==> src/scr_pkg.sv <==
/*
 * scr_pkg: constants and types for the scsi core register interface.
 * assumes a byte-addressed register port with 32-bit data and one
 * register per aligned word.
 */
package scr_pkg;
	// ----------------------------------------------------------------
	// bus geometry
	// ----------------------------------------------------------------
	localparam int          ADDR_W         = 28;
	localparam int          DATA_W         = 32;
	// ----------------------------------------------------------------
	// register byte addresses
	// ----------------------------------------------------------------
	localparam logic [27:0] OFS_COUNT_LOW  = 28'h8810000;
	localparam logic [27:0] OFS_COUNT_HIGH = 28'h8810004;
	localparam logic [27:0] OFS_DATA_PORT  = 28'h8810008;
	localparam logic [27:0] OFS_OP_QUEUE   = 28'h881000c;
	localparam logic [27:0] OFS_PHASE_ID   = 28'h8810010;
	localparam logic [27:0] OFS_CAUSE_TMO  = 28'h8810014;
	localparam logic [27:0] OFS_SEQ_STEP   = 28'h8810018;
	localparam logic [27:0] OFS_CONFIG3    = 28'h8810030;
	localparam logic [27:0] OFS_IRQ_STAT   = 28'h8810040;
	localparam logic [27:0] OFS_IRQ_MASK   = 28'h8810044;
	// ----------------------------------------------------------------
	// field positions and values
	// ----------------------------------------------------------------
	localparam int          CFG3_PAD_BIT   = 7;
	localparam logic [7:0]  CFG3_RESET     = 8'h00;
	localparam logic [3:0]  OP_NOP         = 4'h0;
	localparam logic [3:0]  OP_FLUSH       = 4'h1;
	localparam logic [3:0]  OP_XFER        = 4'h2;
	localparam int          CAUSE_DONE_BIT = 3;
	localparam logic [7:0]  SEQ_DONE       = 8'h04;
	localparam int          IRQ_DONE       = 0;
	localparam int          IRQ_ODD_HELD   = 1;
	localparam int          IRQ_REFUSED    = 2;
	localparam int          IRQ_W          = 3;
	localparam logic [7:0]  PAD_BYTE       = 8'h00;
	// ----------------------------------------------------------------
	// types
	// ----------------------------------------------------------------
	typedef struct packed {
		logic       dma;
		logic [2:0] mode;
		logic [3:0] op;
	} scr_cmd_t;

	typedef struct packed {
		logic        valid;
		logic        padded;
		logic [15:0] data;
	} scr_dma_word_t;

	typedef enum logic [1:0] {
		ST_IDLE,
		ST_XFER,
		ST_DONE
	} scr_state_t;
endpackage : scr_pkg

==> src/scr_core_regs.sv <==
/*
 * scr_core_regs: host register bank of the scsi protocol controller
 * core: byte counter, 16x2-byte data queue, two-deep operation queue,
 * status, ids, event cause and odd-byte handling on data-in.
 * assumes one clock, synchronous inputs, strobes one cycle long and
 * never both at once; bytes from the scsi side arrive on i_scsi_*.
 */
// The address-and-strobe port is this design's own decision.
// How it works
// RL1: by default an odd final data-in byte stays in the queue and the core interrupts while it is held.
// RL2: in that default mode the driver writes one pad byte, reads both bytes back and drops the pad.
// RL3: with config3 bit 7 set the core pads the last byte itself and interrupts once the engine drained all.
// RL4: the pad option bit clears on every reset so the hold-last-byte mode is back after reset.
// RL5: a 16-bit byte counter counts bytes moved by a dma operation or received in target mode.
// RL6: issuing a dma operation loads the counter from the load registers, then each byte decrements it.
// RL7: after an early end, counter plus queue occupancy gives the bytes still to move.
// RL8: the host programs the transfer count before it writes a dma operation.
// RL9: the data queue holds 16 entries of two bytes, filled at the top and drained at the bottom.
// RL10: the operation register is a two-deep queue so a second operation can wait behind the first.
// RL11: each operation code splits into a dma flag, a mode field and an operation field.
// RL12: the read-only phase status reports core state, bus phase and interrupt qualifiers.
// RL13: the event cause register shows the finished operation and clears when read while pending.
// RL14: the write-only id register stores the own bus id and the selection target id.
// RL15: the host loads the time-out register for about 250 ms of selection wait.
// RL16: the sequence step stays latched until the event cause is read while pending, then goes to zero.
// RL17: on shared addresses reads return the read-only register and writes touch only the write-only one.
`timescale 1ns/1ps
module scr_core_regs #(
	parameter int DEPTH = 16
) (
	// clock and reset
	input  wire logic                    i_ref_clk,
	input  wire logic                    i_reset_n,
	// register port
	input  wire logic [scr_pkg::ADDR_W-1:0] i_addr,
	input  wire logic [scr_pkg::DATA_W-1:0] i_wdata,
	input  wire logic                    i_wr,
	input  wire logic                    i_rd,
	output logic      [scr_pkg::DATA_W-1:0] o_rdata,
	// scsi data-in byte stream
	input  wire logic                    i_scsi_valid,
	input  wire logic [7:0]              i_scsi_byte,
	output logic                         o_scsi_ready,
	input  wire logic [2:0]              i_bus_phase,
	// dma channel engine side
	input  wire logic                    i_dma_rd,
	output scr_pkg::scr_dma_word_t       o_dma_word,
	output logic                         o_dma_avail,
	// configuration seen by the bus logic
	output logic      [7:0]              o_bus_id,
	output logic      [7:0]              o_sel_timeout,
	// interrupt
	output logic                         o_irq
);
	import scr_pkg::*;

	localparam int PW = $clog2(DEPTH) + 1;   // byte pointer width
	localparam int OW = PW + 1;              // occupancy width
	localparam logic [OW-1:0] CAP = OW'(2 * DEPTH);

	// ----------------------------------------------------------------
	// decode
	// ----------------------------------------------------------------
	logic wr_cnt_lo, wr_cnt_hi, wr_port, wr_op, wr_id, wr_tmo;
	logic wr_cfg, wr_stat, wr_mask;
	logic rd_port, rd_cause;
	assign wr_cnt_lo = i_wr && i_addr == OFS_COUNT_LOW;   // RL17
	assign wr_cnt_hi = i_wr && i_addr == OFS_COUNT_HIGH;  // RL17
	assign wr_port   = i_wr && i_addr == OFS_DATA_PORT;
	assign wr_op     = i_wr && i_addr == OFS_OP_QUEUE;
	assign wr_id     = i_wr && i_addr == OFS_PHASE_ID;    // RL17
	assign wr_tmo    = i_wr && i_addr == OFS_CAUSE_TMO;   // RL17
	assign wr_cfg    = i_wr && i_addr == OFS_CONFIG3;
	assign wr_stat   = i_wr && i_addr == OFS_IRQ_STAT;
	assign wr_mask   = i_wr && i_addr == OFS_IRQ_MASK;
	assign rd_port   = i_rd && i_addr == OFS_DATA_PORT;
	assign rd_cause  = i_rd && i_addr == OFS_CAUSE_TMO;

	// ----------------------------------------------------------------
	// state
	// ----------------------------------------------------------------
	logic [15:0]          load_ff;
	logic [15:0]          cnt_ff;
	logic [15:0]          mem_ff [DEPTH];
	logic [PW-1:0]        wp_ff;
	logic [PW-1:0]        rp_ff;
	logic [OW-1:0]        occ_ff;
	scr_cmd_t             opq_ff [2];
	logic [1:0]           opn_ff;
	scr_state_t           st_ff;
	logic [7:0]           cfg3_ff;
	logic [7:0]           cause_ff;
	logic [7:0]           seq_ff;
	logic [IRQ_W-1:0]     ist_ff;
	logic [IRQ_W-1:0]     imask_ff;
	logic                 flush;
	logic                 done_hit;

	// ----------------------------------------------------------------
	// queue push and pop selection
	// ----------------------------------------------------------------
	logic       scsi_take, host_push, push;
	logic [7:0] push_byte;
	logic       word_ok, pad_ok, dma_pop, pad_pop;
	logic [1:0] pop_n;
	logic       refused;
	logic       pad_mode;

	assign pad_mode  = cfg3_ff[CFG3_PAD_BIT];
	// the scsi side only moves bytes while a transfer runs
	assign scsi_take = i_scsi_valid && o_scsi_ready && st_ff == ST_XFER;
	assign host_push = wr_port && !scsi_take && occ_ff < CAP;
	assign push      = scsi_take || host_push;
	assign push_byte = scsi_take ? i_scsi_byte : i_wdata[7:0];
	// a whole word sits at the bottom
	assign word_ok   = occ_ff >= OW'(2) && !rp_ff[0];
	// a lone last byte is handed out padded only in pad mode
	assign pad_ok    = pad_mode && occ_ff == OW'(1) && cnt_ff == 16'h0000
	                   && st_ff == ST_XFER;                        // RL3
	assign dma_pop   = i_dma_rd && !rd_port && (word_ok || pad_ok);
	assign pad_pop   = dma_pop && !word_ok;
	always_comb begin
		pop_n = 2'd0;
		if (rd_port && occ_ff != '0)
			pop_n = 2'd1;
		else if (dma_pop)
			pop_n = pad_pop ? 2'd1 : 2'd2;
	end
	assign refused = (wr_port && !host_push) || (wr_op && opn_ff == 2'd2);

	logic [OW-1:0] nxt_occ;
	always_comb begin
		nxt_occ = occ_ff + OW'(push) - OW'(pop_n);
		if (flush)
			nxt_occ = '0;
	end

	// ----------------------------------------------------------------
	// data queue: 16 entries of two bytes, top in, bottom out
	// ----------------------------------------------------------------
	always_ff @(posedge i_ref_clk) begin
		if (!i_reset_n) begin
			wp_ff  <= '0;
			rp_ff  <= '0;
			occ_ff <= '0;
		end else begin
			occ_ff <= nxt_occ;                                 // RL9
			if (flush) begin
				wp_ff <= '0;
				rp_ff <= '0;
			end else begin
				if (push)
					wp_ff <= wp_ff + PW'(1);                   // RL9
				if (pop_n != 2'd0)
					rp_ff <= rp_ff + PW'(pop_n);               // RL9
			end
		end
	end

	// storage, one generate branch per entry
	for (genvar e = 0; e < DEPTH; e++) begin : g_entry
		always_ff @(posedge i_ref_clk) begin
			if (!i_reset_n)
				mem_ff[e] <= 16'h0000;
			else if (push && wp_ff[PW-1:1] == (PW-1)'(e)) begin
				if (wp_ff[0])
					mem_ff[e][15:8] <= push_byte;
				else
					mem_ff[e][7:0] <= push_byte;
			end
		end
	end

	logic [15:0] bot_word;
	logic [7:0]  bot_byte;
	assign bot_word = mem_ff[rp_ff[PW-1:1]];
	assign bot_byte = rp_ff[0] ? bot_word[15:8] : bot_word[7:0];

	// ready keeps one byte of slack for a host push; a scsi byte in the same cycle wins and the host push is refused
	always_ff @(posedge i_ref_clk) begin
		if (!i_reset_n)
			o_scsi_ready <= 1'b0;
		else
			o_scsi_ready <= nxt_occ < CAP - OW'(1);
	end

	// dma engine word, with pad byte on a lone last byte
	always_ff @(posedge i_ref_clk) begin
		if (!i_reset_n) begin
			o_dma_word  <= '0;
			o_dma_avail <= 1'b0;
		end else begin
			o_dma_word.valid  <= dma_pop;
			o_dma_word.padded <= pad_pop;
			if (dma_pop)
				o_dma_word.data <= pad_pop ? {PAD_BYTE, bot_byte} : bot_word; // RL3
			o_dma_avail <= nxt_occ >= OW'(2) || (pad_mode && nxt_occ == OW'(1));
		end
	end

	// ----------------------------------------------------------------
	// operation queue, two deep
	// ----------------------------------------------------------------
	scr_cmd_t head;
	logic     op_pop;
	assign head   = opq_ff[0];                                 // RL11
	assign op_pop = st_ff == ST_DONE;
	always_ff @(posedge i_ref_clk) begin
		if (!i_reset_n) begin
			opq_ff[0] <= '0;
			opq_ff[1] <= '0;
			opn_ff    <= 2'd0;
		end else begin
			case ({op_pop, wr_op && opn_ff != 2'd2})
				2'b01: begin
					opq_ff[opn_ff[0]] <= scr_cmd_t'(i_wdata[7:0]); // RL10
					opn_ff            <= opn_ff + 2'd1;
				end
				2'b10: begin
					opq_ff[0] <= opq_ff[1];
					opn_ff    <= opn_ff - 2'd1;
				end
				2'b11: begin
					if (opn_ff == 2'd2)
						opq_ff[0] <= opq_ff[1];
					if (opn_ff == 2'd2)
						opq_ff[1] <= scr_cmd_t'(i_wdata[7:0]); // RL10
					else
						opq_ff[0] <= scr_cmd_t'(i_wdata[7:0]);
				end
				default: ;
			endcase
		end
	end

	// ----------------------------------------------------------------
	// execution sequencer
	// ----------------------------------------------------------------
	logic issue;
	assign issue = st_ff == ST_IDLE && opn_ff != 2'd0;
	assign flush = issue && head.op == OP_FLUSH;
	// default mode ends with at most one lone byte still held
	assign done_hit = st_ff == ST_XFER && cnt_ff == 16'h0000
	                  && (pad_mode ? occ_ff == '0 : occ_ff < OW'(2)); // RL1 RL3

	always_ff @(posedge i_ref_clk) begin
		if (!i_reset_n)
			st_ff <= ST_IDLE;
		else begin
			case (st_ff)
				ST_IDLE: begin
					if (issue)
						st_ff <= head.op == OP_XFER ? ST_XFER : ST_DONE; // RL11
				end
				ST_XFER: begin
					if (done_hit)
						st_ff <= ST_DONE;
				end
				ST_DONE: st_ff <= ST_IDLE;
				default: st_ff <= ST_IDLE;
			endcase
		end
	end

	// byte counter: load on a dma issue, one down per byte
	always_ff @(posedge i_ref_clk) begin
		if (!i_reset_n) begin
			load_ff <= 16'h0000;
			cnt_ff  <= 16'h0000;
		end else begin
			if (wr_cnt_lo)
				load_ff[7:0] <= i_wdata[7:0];
			if (wr_cnt_hi)
				load_ff[15:8] <= i_wdata[7:0];
			if (issue && head.dma)
				cnt_ff <= load_ff;                             // RL6 RL8
			else if (scsi_take && cnt_ff != 16'h0000)
				cnt_ff <= cnt_ff - 16'h0001;                   // RL5 RL6 RL7
		end
	end

	// ----------------------------------------------------------------
	// event cause and sequence step
	// ----------------------------------------------------------------
	logic pending;
	assign pending = cause_ff != 8'h00;
	always_ff @(posedge i_ref_clk) begin
		if (!i_reset_n) begin
			cause_ff <= 8'h00;
			seq_ff   <= 8'h00;
		end else if (op_pop) begin
			cause_ff <= 8'h01 << CAUSE_DONE_BIT;               // RL13
			seq_ff   <= SEQ_DONE;
		end else if (rd_cause && pending) begin
			cause_ff <= 8'h00;                                 // RL13
			seq_ff   <= 8'h00;                                 // RL16
		end
	end

	// ----------------------------------------------------------------
	// setup registers: write-only id and time-out, read/write config3
	// ----------------------------------------------------------------
	always_ff @(posedge i_ref_clk) begin
		if (!i_reset_n) begin
			o_bus_id      <= 8'h00;
			o_sel_timeout <= 8'h00;
			cfg3_ff       <= CFG3_RESET;                       // RL4
		end else begin
			if (wr_id)
				o_bus_id <= i_wdata[7:0];                      // RL14
			if (wr_tmo)
				o_sel_timeout <= i_wdata[7:0];                 // RL15
			if (wr_cfg)
				cfg3_ff <= i_wdata[7:0];                       // RL3
		end
	end

	// ----------------------------------------------------------------
	// interrupt status, mask and output
	// ----------------------------------------------------------------
	logic [IRQ_W-1:0] ev;
	logic [IRQ_W-1:0] nxt_ist;
	always_comb begin
		ev               = '0;
		ev[IRQ_DONE]     = op_pop;
		ev[IRQ_ODD_HELD] = done_hit && !pad_mode && occ_ff == OW'(1); // RL1
		ev[IRQ_REFUSED]  = refused;
		nxt_ist          = ist_ff;
		if (wr_stat)
			nxt_ist = nxt_ist & ~i_wdata[IRQ_W-1:0];
		nxt_ist = nxt_ist | ev;                                // set wins
	end
	always_ff @(posedge i_ref_clk) begin
		if (!i_reset_n) begin
			ist_ff   <= '0;
			imask_ff <= '0;
			o_irq    <= 1'b0;
		end else begin
			ist_ff <= nxt_ist;
			if (wr_mask)
				imask_ff <= i_wdata[IRQ_W-1:0];
			o_irq <= |(nxt_ist & (wr_mask ? i_wdata[IRQ_W-1:0] : imask_ff));
		end
	end

	// ----------------------------------------------------------------
	// read mux, data one cycle after the strobe
	// ----------------------------------------------------------------
	logic [7:0] phase_st;
	always_comb begin
		phase_st      = 8'h00;
		phase_st[7]   = pending;                               // RL12
		phase_st[6]   = opn_ff == 2'd2;
		phase_st[5]   = occ_ff == '0;
		phase_st[4]   = cnt_ff == 16'h0000;
		phase_st[3]   = st_ff == ST_XFER;
		phase_st[2:0] = i_bus_phase;                           // RL12
	end

	logic [DATA_W-1:0] nxt_rdata;
	always_comb begin
		nxt_rdata = '0;
		case (i_addr)
			OFS_COUNT_LOW:  nxt_rdata[7:0] = cnt_ff[7:0];      // RL17
			OFS_COUNT_HIGH: nxt_rdata[7:0] = cnt_ff[15:8];     // RL17
			OFS_DATA_PORT:  nxt_rdata[7:0] = occ_ff != '0 ? bot_byte : 8'h00;
			OFS_OP_QUEUE:   nxt_rdata[7:0] = head;
			OFS_PHASE_ID:   nxt_rdata[7:0] = phase_st;         // RL17
			OFS_CAUSE_TMO:  nxt_rdata[7:0] = cause_ff;         // RL17
			OFS_SEQ_STEP:   nxt_rdata[7:0] = seq_ff;
			OFS_CONFIG3:    nxt_rdata[7:0] = cfg3_ff;
			OFS_IRQ_STAT:   nxt_rdata[IRQ_W-1:0] = ist_ff;
			OFS_IRQ_MASK:   nxt_rdata[IRQ_W-1:0] = imask_ff;
			default:        nxt_rdata = '0;
		endcase
	end
	always_ff @(posedge i_ref_clk) begin
		if (!i_reset_n)
			o_rdata <= '0;
		else
			o_rdata <= i_rd ? nxt_rdata : '0;
	end
endmodule : scr_core_regs

==> config.mk <==
export PLATFORM = sky130hd
export DESIGN_NAME = scr_core_regs
export DESIGN_NICKNAME = d
export VERILOG_FILES = /design/src/scr_pkg.sv /design/src/scr_core_regs.sv
export SDC_FILE = /design/constraint.sdc
export NUM_CORES = 1
export LEC_CHECK = 0
export ABC_AREA = 1
export ABC_CLOCK_PERIOD_IN_PS = 3900
export BUFFER_PORTS_ARGS = -buffer_cell sky130_fd_sc_hd__buf_2
export CORE_ASPECT_RATIO = 1.5
export CORE_MARGIN = 3
export CORE_UTILIZATION = 50
export DETAILED_ROUTE_END_ITERATION = 10
export PLACE_DENSITY = 0.67
export SETUP_SLACK_MARGIN = 0.02
export SYNTH_ARGS = -nofsm -noshare
export SYNTH_HDL_FRONTEND = slang
export SYNTH_SLANG_ARGS = --single-unit
==> constraint.sdc <==
create_clock -name i_ref_clk -period 3.9 [get_ports i_ref_clk]
set_input_delay 0.195 -clock i_ref_clk [delete_from_list [all_inputs] [get_ports i_ref_clk]]
set_output_delay 0.195 -clock i_ref_clk [all_outputs]
set_load 0.05 [all_outputs]
# ---- After elaboration in Yosys (flattened, before gate mapping)
# Memories as Yosys holds them, arrays and structs flattened. A register that Yosys moved wholly into a read port is not among the register bits.
# Cells that the tools add are included.
dict set report op_classes {
  n_addsub 7
  n_lt_le_gt_ge 5
  eq_ne 38
  n_mux 178
  bitwise_logic 41
  reduce_logical 78
}
# cell n
set ops {}
lappend ops {{$mux 8} 40}
lappend ops {{$eq 28x28->1 const B} 10}
lappend ops {{$mux 1} 116}
lappend ops {{$logic_and 1x1->1} 52}
lappend ops {{$mux 16} 3}
lappend ops {{$or 1x1->1} 36}
lappend ops {{$pmux 5 s7} 1}
lappend ops {{$eq 4x4->1 const B} 8}
lappend ops {{$pmux 3 s9} 1}
lappend ops {{$eq 4x3->1 const B} 4}
lappend ops {{$logic_not 16->1} 1}
lappend ops {{$mux 4} 4}
lappend ops {{$reduce_bool 16->1} 1}
lappend ops {{$sub 16x1->16 const B} 1}
lappend ops {{$eq 4x2->1 const B} 3}
lappend ops {{$eq 6x1->1 const B} 2}
lappend ops {{$ge 6x2->1 const B} 2}
lappend ops {{$mux 2} 6}
lappend ops {{$mux 3} 4}
lappend ops {{$reduce_bool 2->1} 5}
lappend ops {{$eq 2x2->1 const B} 4}
lappend ops {{$eq 4x1->1 const B} 2}
lappend ops {{$pmux 2 s2} 2}
lappend ops {{$reduce_or 8->1} 1}
lappend ops {{other kinds (25)} 38}
dict set report totals {
  regBits 137
  mem_bits_rw 272
  inputBits 77
  output_inout_bits 69
  n_memories 2
}
# memory words word_bits rd rd_ports_with_merged_regs write_ports line
set memory_table {}
lappend memory_table {mem_ff 16 16 1 1 16 scr_core_regs.sv:84} ;# logic [15:0] mem_ff [DEPTH];
lappend memory_table {opq_ff 2 8 2 0 2 scr_core_regs.sv:88} ;# scr_cmd_t opq_ff [2];

# ---- Depth between registers and ports, before layout
dict set report logic_depth {
  depth_word 15
  depth_mapped 23
  ltp_nobuf 23
}

# ---- Least setup slack after synthesis
# No wires, ideal clock.
dict set report synth_path {
  path_kind {reg2reg}
  from {register occ_ff[5]}
  to {register o_dma_avail}
  setup_ns 0.132
  arrival_ns 3.139
  t_required_ns 3.768
  slack_ns 0.629
  path_stages_with_launch 24
  path_buffers 0
  cell_sequence {dfxtp_1 > inv_1 > ha_1 > nand3_1 > inv_1 > nor2_2 > clkinv_1 > nand4_1 > nand2_1 > ha_1 > inv_1 > ha_1 > inv_1 > fa_1 > inv_1 > nand2_1 > inv_1 > o21ai_0 > nand2_1 > nand2_1 > nand3_1 > nand2_1 > nor2_1 > a21oi_1}
}
dict set report synth_via {
  elab_chain_len 15
  word_cells_on_any_way 25
  cone_classes {add/sub: 2; order compare: 3; eq/ne: 2; mux: 4; reduce/logical: 14}
}
# item line
set synth_lines {}
lappend synth_lines {{from (decl)} scr_core_regs.sv:87} ;# logic [OW-1:0] occ_ff;
lappend synth_lines {{from (signal assigned)} scr_core_regs.sv:147} ;# occ_ff <= nxt_occ;
lappend synth_lines {{parallel branches: the longest is 10 deep, another holds $lt 6x6->1} n/a}
lappend synth_lines {{$sub 6x2->6 (*)} scr_core_regs.sv:133} ;# nxt_occ = occ_ff + OW'(push) - OW'(pop_n);
lappend synth_lines {{$mux 6 (*)} scr_core_regs.sv:134} ;# if (flush)
lappend synth_lines {{parallel branches: the longest is 2 deep, another holds $ge 6x2->1} n/a}
lappend synth_lines {{$logic_or 1x1->1 (*)} scr_core_regs.sv:197} ;# o_dma_avail <= nxt_occ >= OW'(2) || (pad_mode && nxt_occ == OW'(1));
lappend synth_lines {{to (signal assigned)} scr_core_regs.sv:197}
lappend synth_lines {{to (decl)} scr_core_regs.sv:48} ;# output logic o_dma_avail,
# Mark *: on every way between the ends.
# A chain may end at the register's enable or synchronous reset.

# ---- Worst setup path after layout
dict set report layout_path {
  from {register cnt_ff[0]}
  to {register o_dma_avail}
}
dict set report layout_via {
  elab_chain_len 14
  word_cells_on_any_way 15
  cone_classes {add/sub: 1; order compare: 1; eq/ne: 1; mux: 4; reduce/logical: 8}
}
# item line
set layout_lines {}
lappend layout_lines {{from (decl)} scr_core_regs.sv:83} ;# logic [15:0] cnt_ff;
lappend layout_lines {{from (signal assigned)} scr_core_regs.sv:276} ;# cnt_ff <= load_ff;
lappend layout_lines {{from (signal assigned)} scr_core_regs.sv:278} ;# cnt_ff <= cnt_ff - 16'h0001;
lappend layout_lines {{$logic_not 16->1 (*)} scr_core_regs.sv:118} ;# assign pad_ok = pad_mode && occ_ff == OW'(1) && cnt_ff == 16'h0000
lappend layout_lines {{$logic_and 1x1->1 (*)} scr_core_regs.sv:118}
lappend layout_lines {{$logic_and 1x1->1 (*)} scr_core_regs.sv:119} ;# && st_ff == ST_XFER;
lappend layout_lines {{$logic_or 1x1->1 (*)} scr_core_regs.sv:120} ;# assign dma_pop = i_dma_rd && !rd_port && (word_ok || pad_ok);
lappend layout_lines {{$logic_and 1x1->1 (*)} scr_core_regs.sv:120}
lappend layout_lines {{$logic_and 1x1->1} scr_core_regs.sv:121} ;# assign pad_pop = dma_pop && !word_ok;
lappend layout_lines {{$mux 2} scr_core_regs.sv:127} ;# pop_n = pad_pop ? 2'd1 : 2'd2;
lappend layout_lines {{$mux 2 (*)} scr_core_regs.sv:126} ;# else if (dma_pop)
lappend layout_lines {{$mux 2 (*)} scr_core_regs.sv:124} ;# if (rd_port && occ_ff != '0)
lappend layout_lines {{$sub 6x2->6 (*)} scr_core_regs.sv:133}
lappend layout_lines {{$mux 6 (*)} scr_core_regs.sv:134}
lappend layout_lines {{parallel branches: the longest is 2 deep, another holds $ge 6x2->1} n/a}
lappend layout_lines {{$logic_or 1x1->1 (*)} scr_core_regs.sv:197}
# Marks and branches as above.

==> impl_metrics.csv <==
group,metric,value,unit
drt,via_per_inst,5.62,
synthesis,yosys_warnings,0,
clock_tree,clkTransAtPathRegs,0.07,ns
power_and_ir_drop,powerDensity,499,nW/um^2
floorplan,core-area,36900,sq um
synthesis,synth_area_leaders,"edfxtp_1 (44%), dfxtp_1 (12%), nor2_1 (11%), nand2_1 (5.1%), o21ai_0 (5.1%)",
worst_setup_path,r2r_cells,23,
worst_setup_path,crit_chain,"inv_1 -> ha_1 -> nand3_1 -> nor2_1 -> nand3_1 -> nor2_1 -> nand4_1 -> nand2_1 -> ha_1 -> inv_1 -> ha_1 -> inv_1 -> fa_1 -> inv_1 -> nand2_1 -> inv_1 -> o21ai_0 -> nand2_1 -> nand2_1 -> nand3_1 -> nand2_1 -> nor2_1 -> a21oi_1",
worst_setup_path,cpMaxStageDelayCell,"fa_1",
worst_setup_path,critPathMaxFanout,6,
grt,top_usage_layer,"met2",
power_and_ir_drop,power_frac_seq,45.3,%
worst_setup_path,critPathRequiredTime,4.31,ns
clock_tree,cts_setup_buffers,0,
floorplan,initial_utilization,50.9,%
timing,finalMaxSlewViolations,0,
clock_tree,hold_buffers,6,
power_and_ir_drop,p_clk_share,34.4,%
hold_path,hold_path_end,"o_bus_id[7]",
synthesis,synth_top_family_by_area,"simple AND/OR/NAND/NOR gates",
worst_setup_path,worstSetupStartpointType,"flip-flop",
clock_tree,numCtsBuffers,36,
timing,max-slew-margin-rel,35.4,%
floorplan,rows,86,
timing,fmaxAchievable,280,MHz
synthesis,ys_seq_elements,388,
synthesis,synthAdderAreaFrac,1.35,%
synthesis,synth-simple-area-share,24.2,%
synthesis,synth-seq-area-share,55.9,%
power_and_ir_drop,switching_share,31.2,%
drt,drc,0,
power_and_ir_drop,total_power,10.5,mW
clock_tree,worstSkewPairLatency,0.54,ns
hold_path,min_path_cells,3,
drt,vias,15600,
clock_tree,clock_path_buffers,3,
grt,met1_usage,30.5,%
clock_tree,root_buffer,"clkbuf_16",
floorplan,die_area,39900,sq um
timing,hold_viol,0,
power_and_ir_drop,combPwrFrac,20.3,%
grt,grt_usage,27.6,%
clock_tree,htree_num_levels,2,
synthesis,avgSynthCellArea,8.58,sq um
synthesis,netlist_instances,2188,
timing,fin_crit,3.58,ns
grt,antenna_found_initial,0,
synthesis,post_synth_mux_area_share,0,%
synthesis,synth_compound_area_share,10.7,%
finish,syn_to_final_growth,11.7,%
hold_path,min_from,"i_wdata[7]",
timing,setup_tns,0,ns
grt,met2_usage,50.2,%
finish,layout.nets,2355,
grt,grt_pass1_vias,15000,
drt,dr.pass1.iters,5,
synthesis,synthTopCellsByCount,"nor2_1 (562), edfxtp_1 (272), nand2_1 (255)",
synthesis,synth_area_leader_cell,"edfxtp_1",
clock_tree,cts.sinks,388,
synthesis,ys.flop_type,"edfxtp_1",
floorplan,ios,146,
grt,grt_start_max_net_pins,77,
clock_tree,cts_resized,0,
finish,drive_above_1_share,10.6,%
placement,hpwl,39700,um
synthesis,async_flop_share,0,%
drt,wl_per_cell,20.1,um
hold_path,hp-class,"input port to flip-flop",
worst_setup_path,r2r-end,"o_dma_avail",
power_and_ir_drop,vdd_drop_max,0.000391,V
timing,worst_pin_slew,0.960,ns
finish,fillers,3243,
drt,drt-initial-drc-count,1022,
synthesis,syn_area,18800,sq um
grt,grt_overflow_total,0,
grt,use_met3,3.57,%
drt,ant_nets,0,
worst_setup_path,arrival,3.98,ns
placement,port_buffers,97,
worst_setup_path,r2r_start,"cnt_ff[0]",
worst_setup_path,path_class,"flip-flop to flip-flop",
floorplan,die_w,164,um
floorplan,die_h,243,um
power_and_ir_drop,intPower,7.20,mW
worst_setup_path,endpoint_kind,"flip-flop",
power_and_ir_drop,total_leakage_power,8.41,nW
timing,fin_crit_sh,91.7,%
placement,globalplace.congestion,1.04,
power_and_ir_drop,netSwitchingPower,3.27,mW
flow_run,max-cap-violations,0,
outcome,status,"finished, final reports clean",
synthesis,synth_top_area_share,43.5,%
timing,setup_viol,0,
synthesis,synth.distinct_cells,39,
timing,whs,0.0266,ns
clock_tree,cts_tree,"built",
synthesis,synth_xor_area_share,0.607,%
grt,grt_pass1_wl,84600,um
synthesis,synth_edf_count,272,
worst_setup_path,cp_slowest_stage_delay,0.42,ns
worst_setup_path,reg2reg_slack,0.32,ns
synthesis,synth.most_common_cell,"nor2_1",
finish,diodes,0,
drt,wl,55600,um
timing,clock_skew,0.0120,ns
timing,rsz0062_at_grt,"no",
flip-flops by register name, indices dropped and copies added, names as in the netlist, named ones only:
name	cells
o_sel_timeout	8
imask_ff	3
o_dma_avail	1
opn_ff	2
o_rdata	8
cfg3_ff	8
load_ff	16
o_dma_word	18
wp_ff	5
cnt_ff	16
occ_ff	6
o_bus_id	8
o_irq	1
mem_ff	256
rp_ff	5
st_ff	2
cause_ff	1
opq_ff	16
o_scsi_ready	1
ist_ff	3
power groups by stage:
stage | clock network, mW | logic [mW] | registers, mW
2_1_floorplan | 0 | 1.29 | 4.95
3_3_place_gp | 0 | 2.06 | 4.82
3_5_place_dp | 0 | 2.09 | 4.83
4_1_cts | 3.63 | 2.11 | 4.74
5_1_grt | 3.78 | 2.34 | 4.76
6_report | 3.59 | 2.13 | 4.74
through the flow:
| stage | setup slack, ns | util [%] | cells | area [sq um] |
|---|---|---|---|---|
| floorplan | 0.629 | - | 2211 | 18900 |
| finish | 0.325 | 56.8 | 2771 | 21000 |
| global route | 0.0695 | 56.8 | 2771 | 21000 |
| global placement | 0.464 | 53.4 | 2699 | 19700 |
| detailed placement | 0.392 | 53.4 | 2699 | 19700 |
| CTS | 0.370 | 56.8 | 2771 | 21000 |
metal layers:
layer,part of all wire [%],vias up
met3,6.4,141
met4,6.2,0
met1,35,7302
met2,52,672
li1,-,7446
met5,0,-
logic make-up after synthesis:
family                     Yosys count
and+or+nand+nor                   1083
DFF                                388
AOI/OAI and AO/OA                  358
buffers and inverters              326
adders and majority gates           19
xor gates and xnor gates            13
other                                1
how the worst max path moves through the flow:
stage              start     endpoint  slack [ns]  depth (start not counted)
2_1_floorplan  occ_ff[5]  o_dma_avail        0.63                         23
3_3_place_gp   cnt_ff[0]  o_dma_avail        0.46                         23
3_5_place_dp   cnt_ff[0]  o_dma_avail        0.39                         23
4_1_cts        cnt_ff[0]  o_dma_avail        0.37                         23
5_1_grt        cnt_ff[0]  o_dma_avail        0.07                         23
6_report       cnt_ff[0]  o_dma_avail        0.32                         23
critical path, delay by kind of cell (launching register included):
kind	cells	cell delay, ns
buffers and inverters	5	0.43
DFF	1	0.31
adders and majority gates	4	1.01
and+or+nand+nor	12	1.48
AOI/OAI and AO/OA	2	0.18
layout by cell type, fill, tap and decap left out, types with 17 or more instances in the layout:
cell,count
a21oi_1,74
dfxtp_1,114
buf_4,48
inv_1,176
o21ai_0,190
buf_2,96
edfxtp_1,272
nor2_1,562
o211ai_1,42
clkbuf_16,38
nand2_1,255
ha_1,17
nor3_1,40
nand4_1,23
a211oi_1,24
nand3_1,175
conb_1,24
layout make-up:
| type | count | area, sq um | share of cell area (%) |
|---|---|---|---|
| inverter | 184 | 691 | 3.29 |
| timing repair buffer | 152 | 941 | 4.49 |
| clock buffer | 45 | 997 | 4.76 |
| tap | 484 | 606 | 2.89 |
| multi-input combinational | 1497 | 7050 | 33.6 |
| sequential | 388 | 10500 | 50.1 |
| clock inverter | 21 | 189 | 0.901 |
No activity file was read; power rests on OpenSTA's default activity.
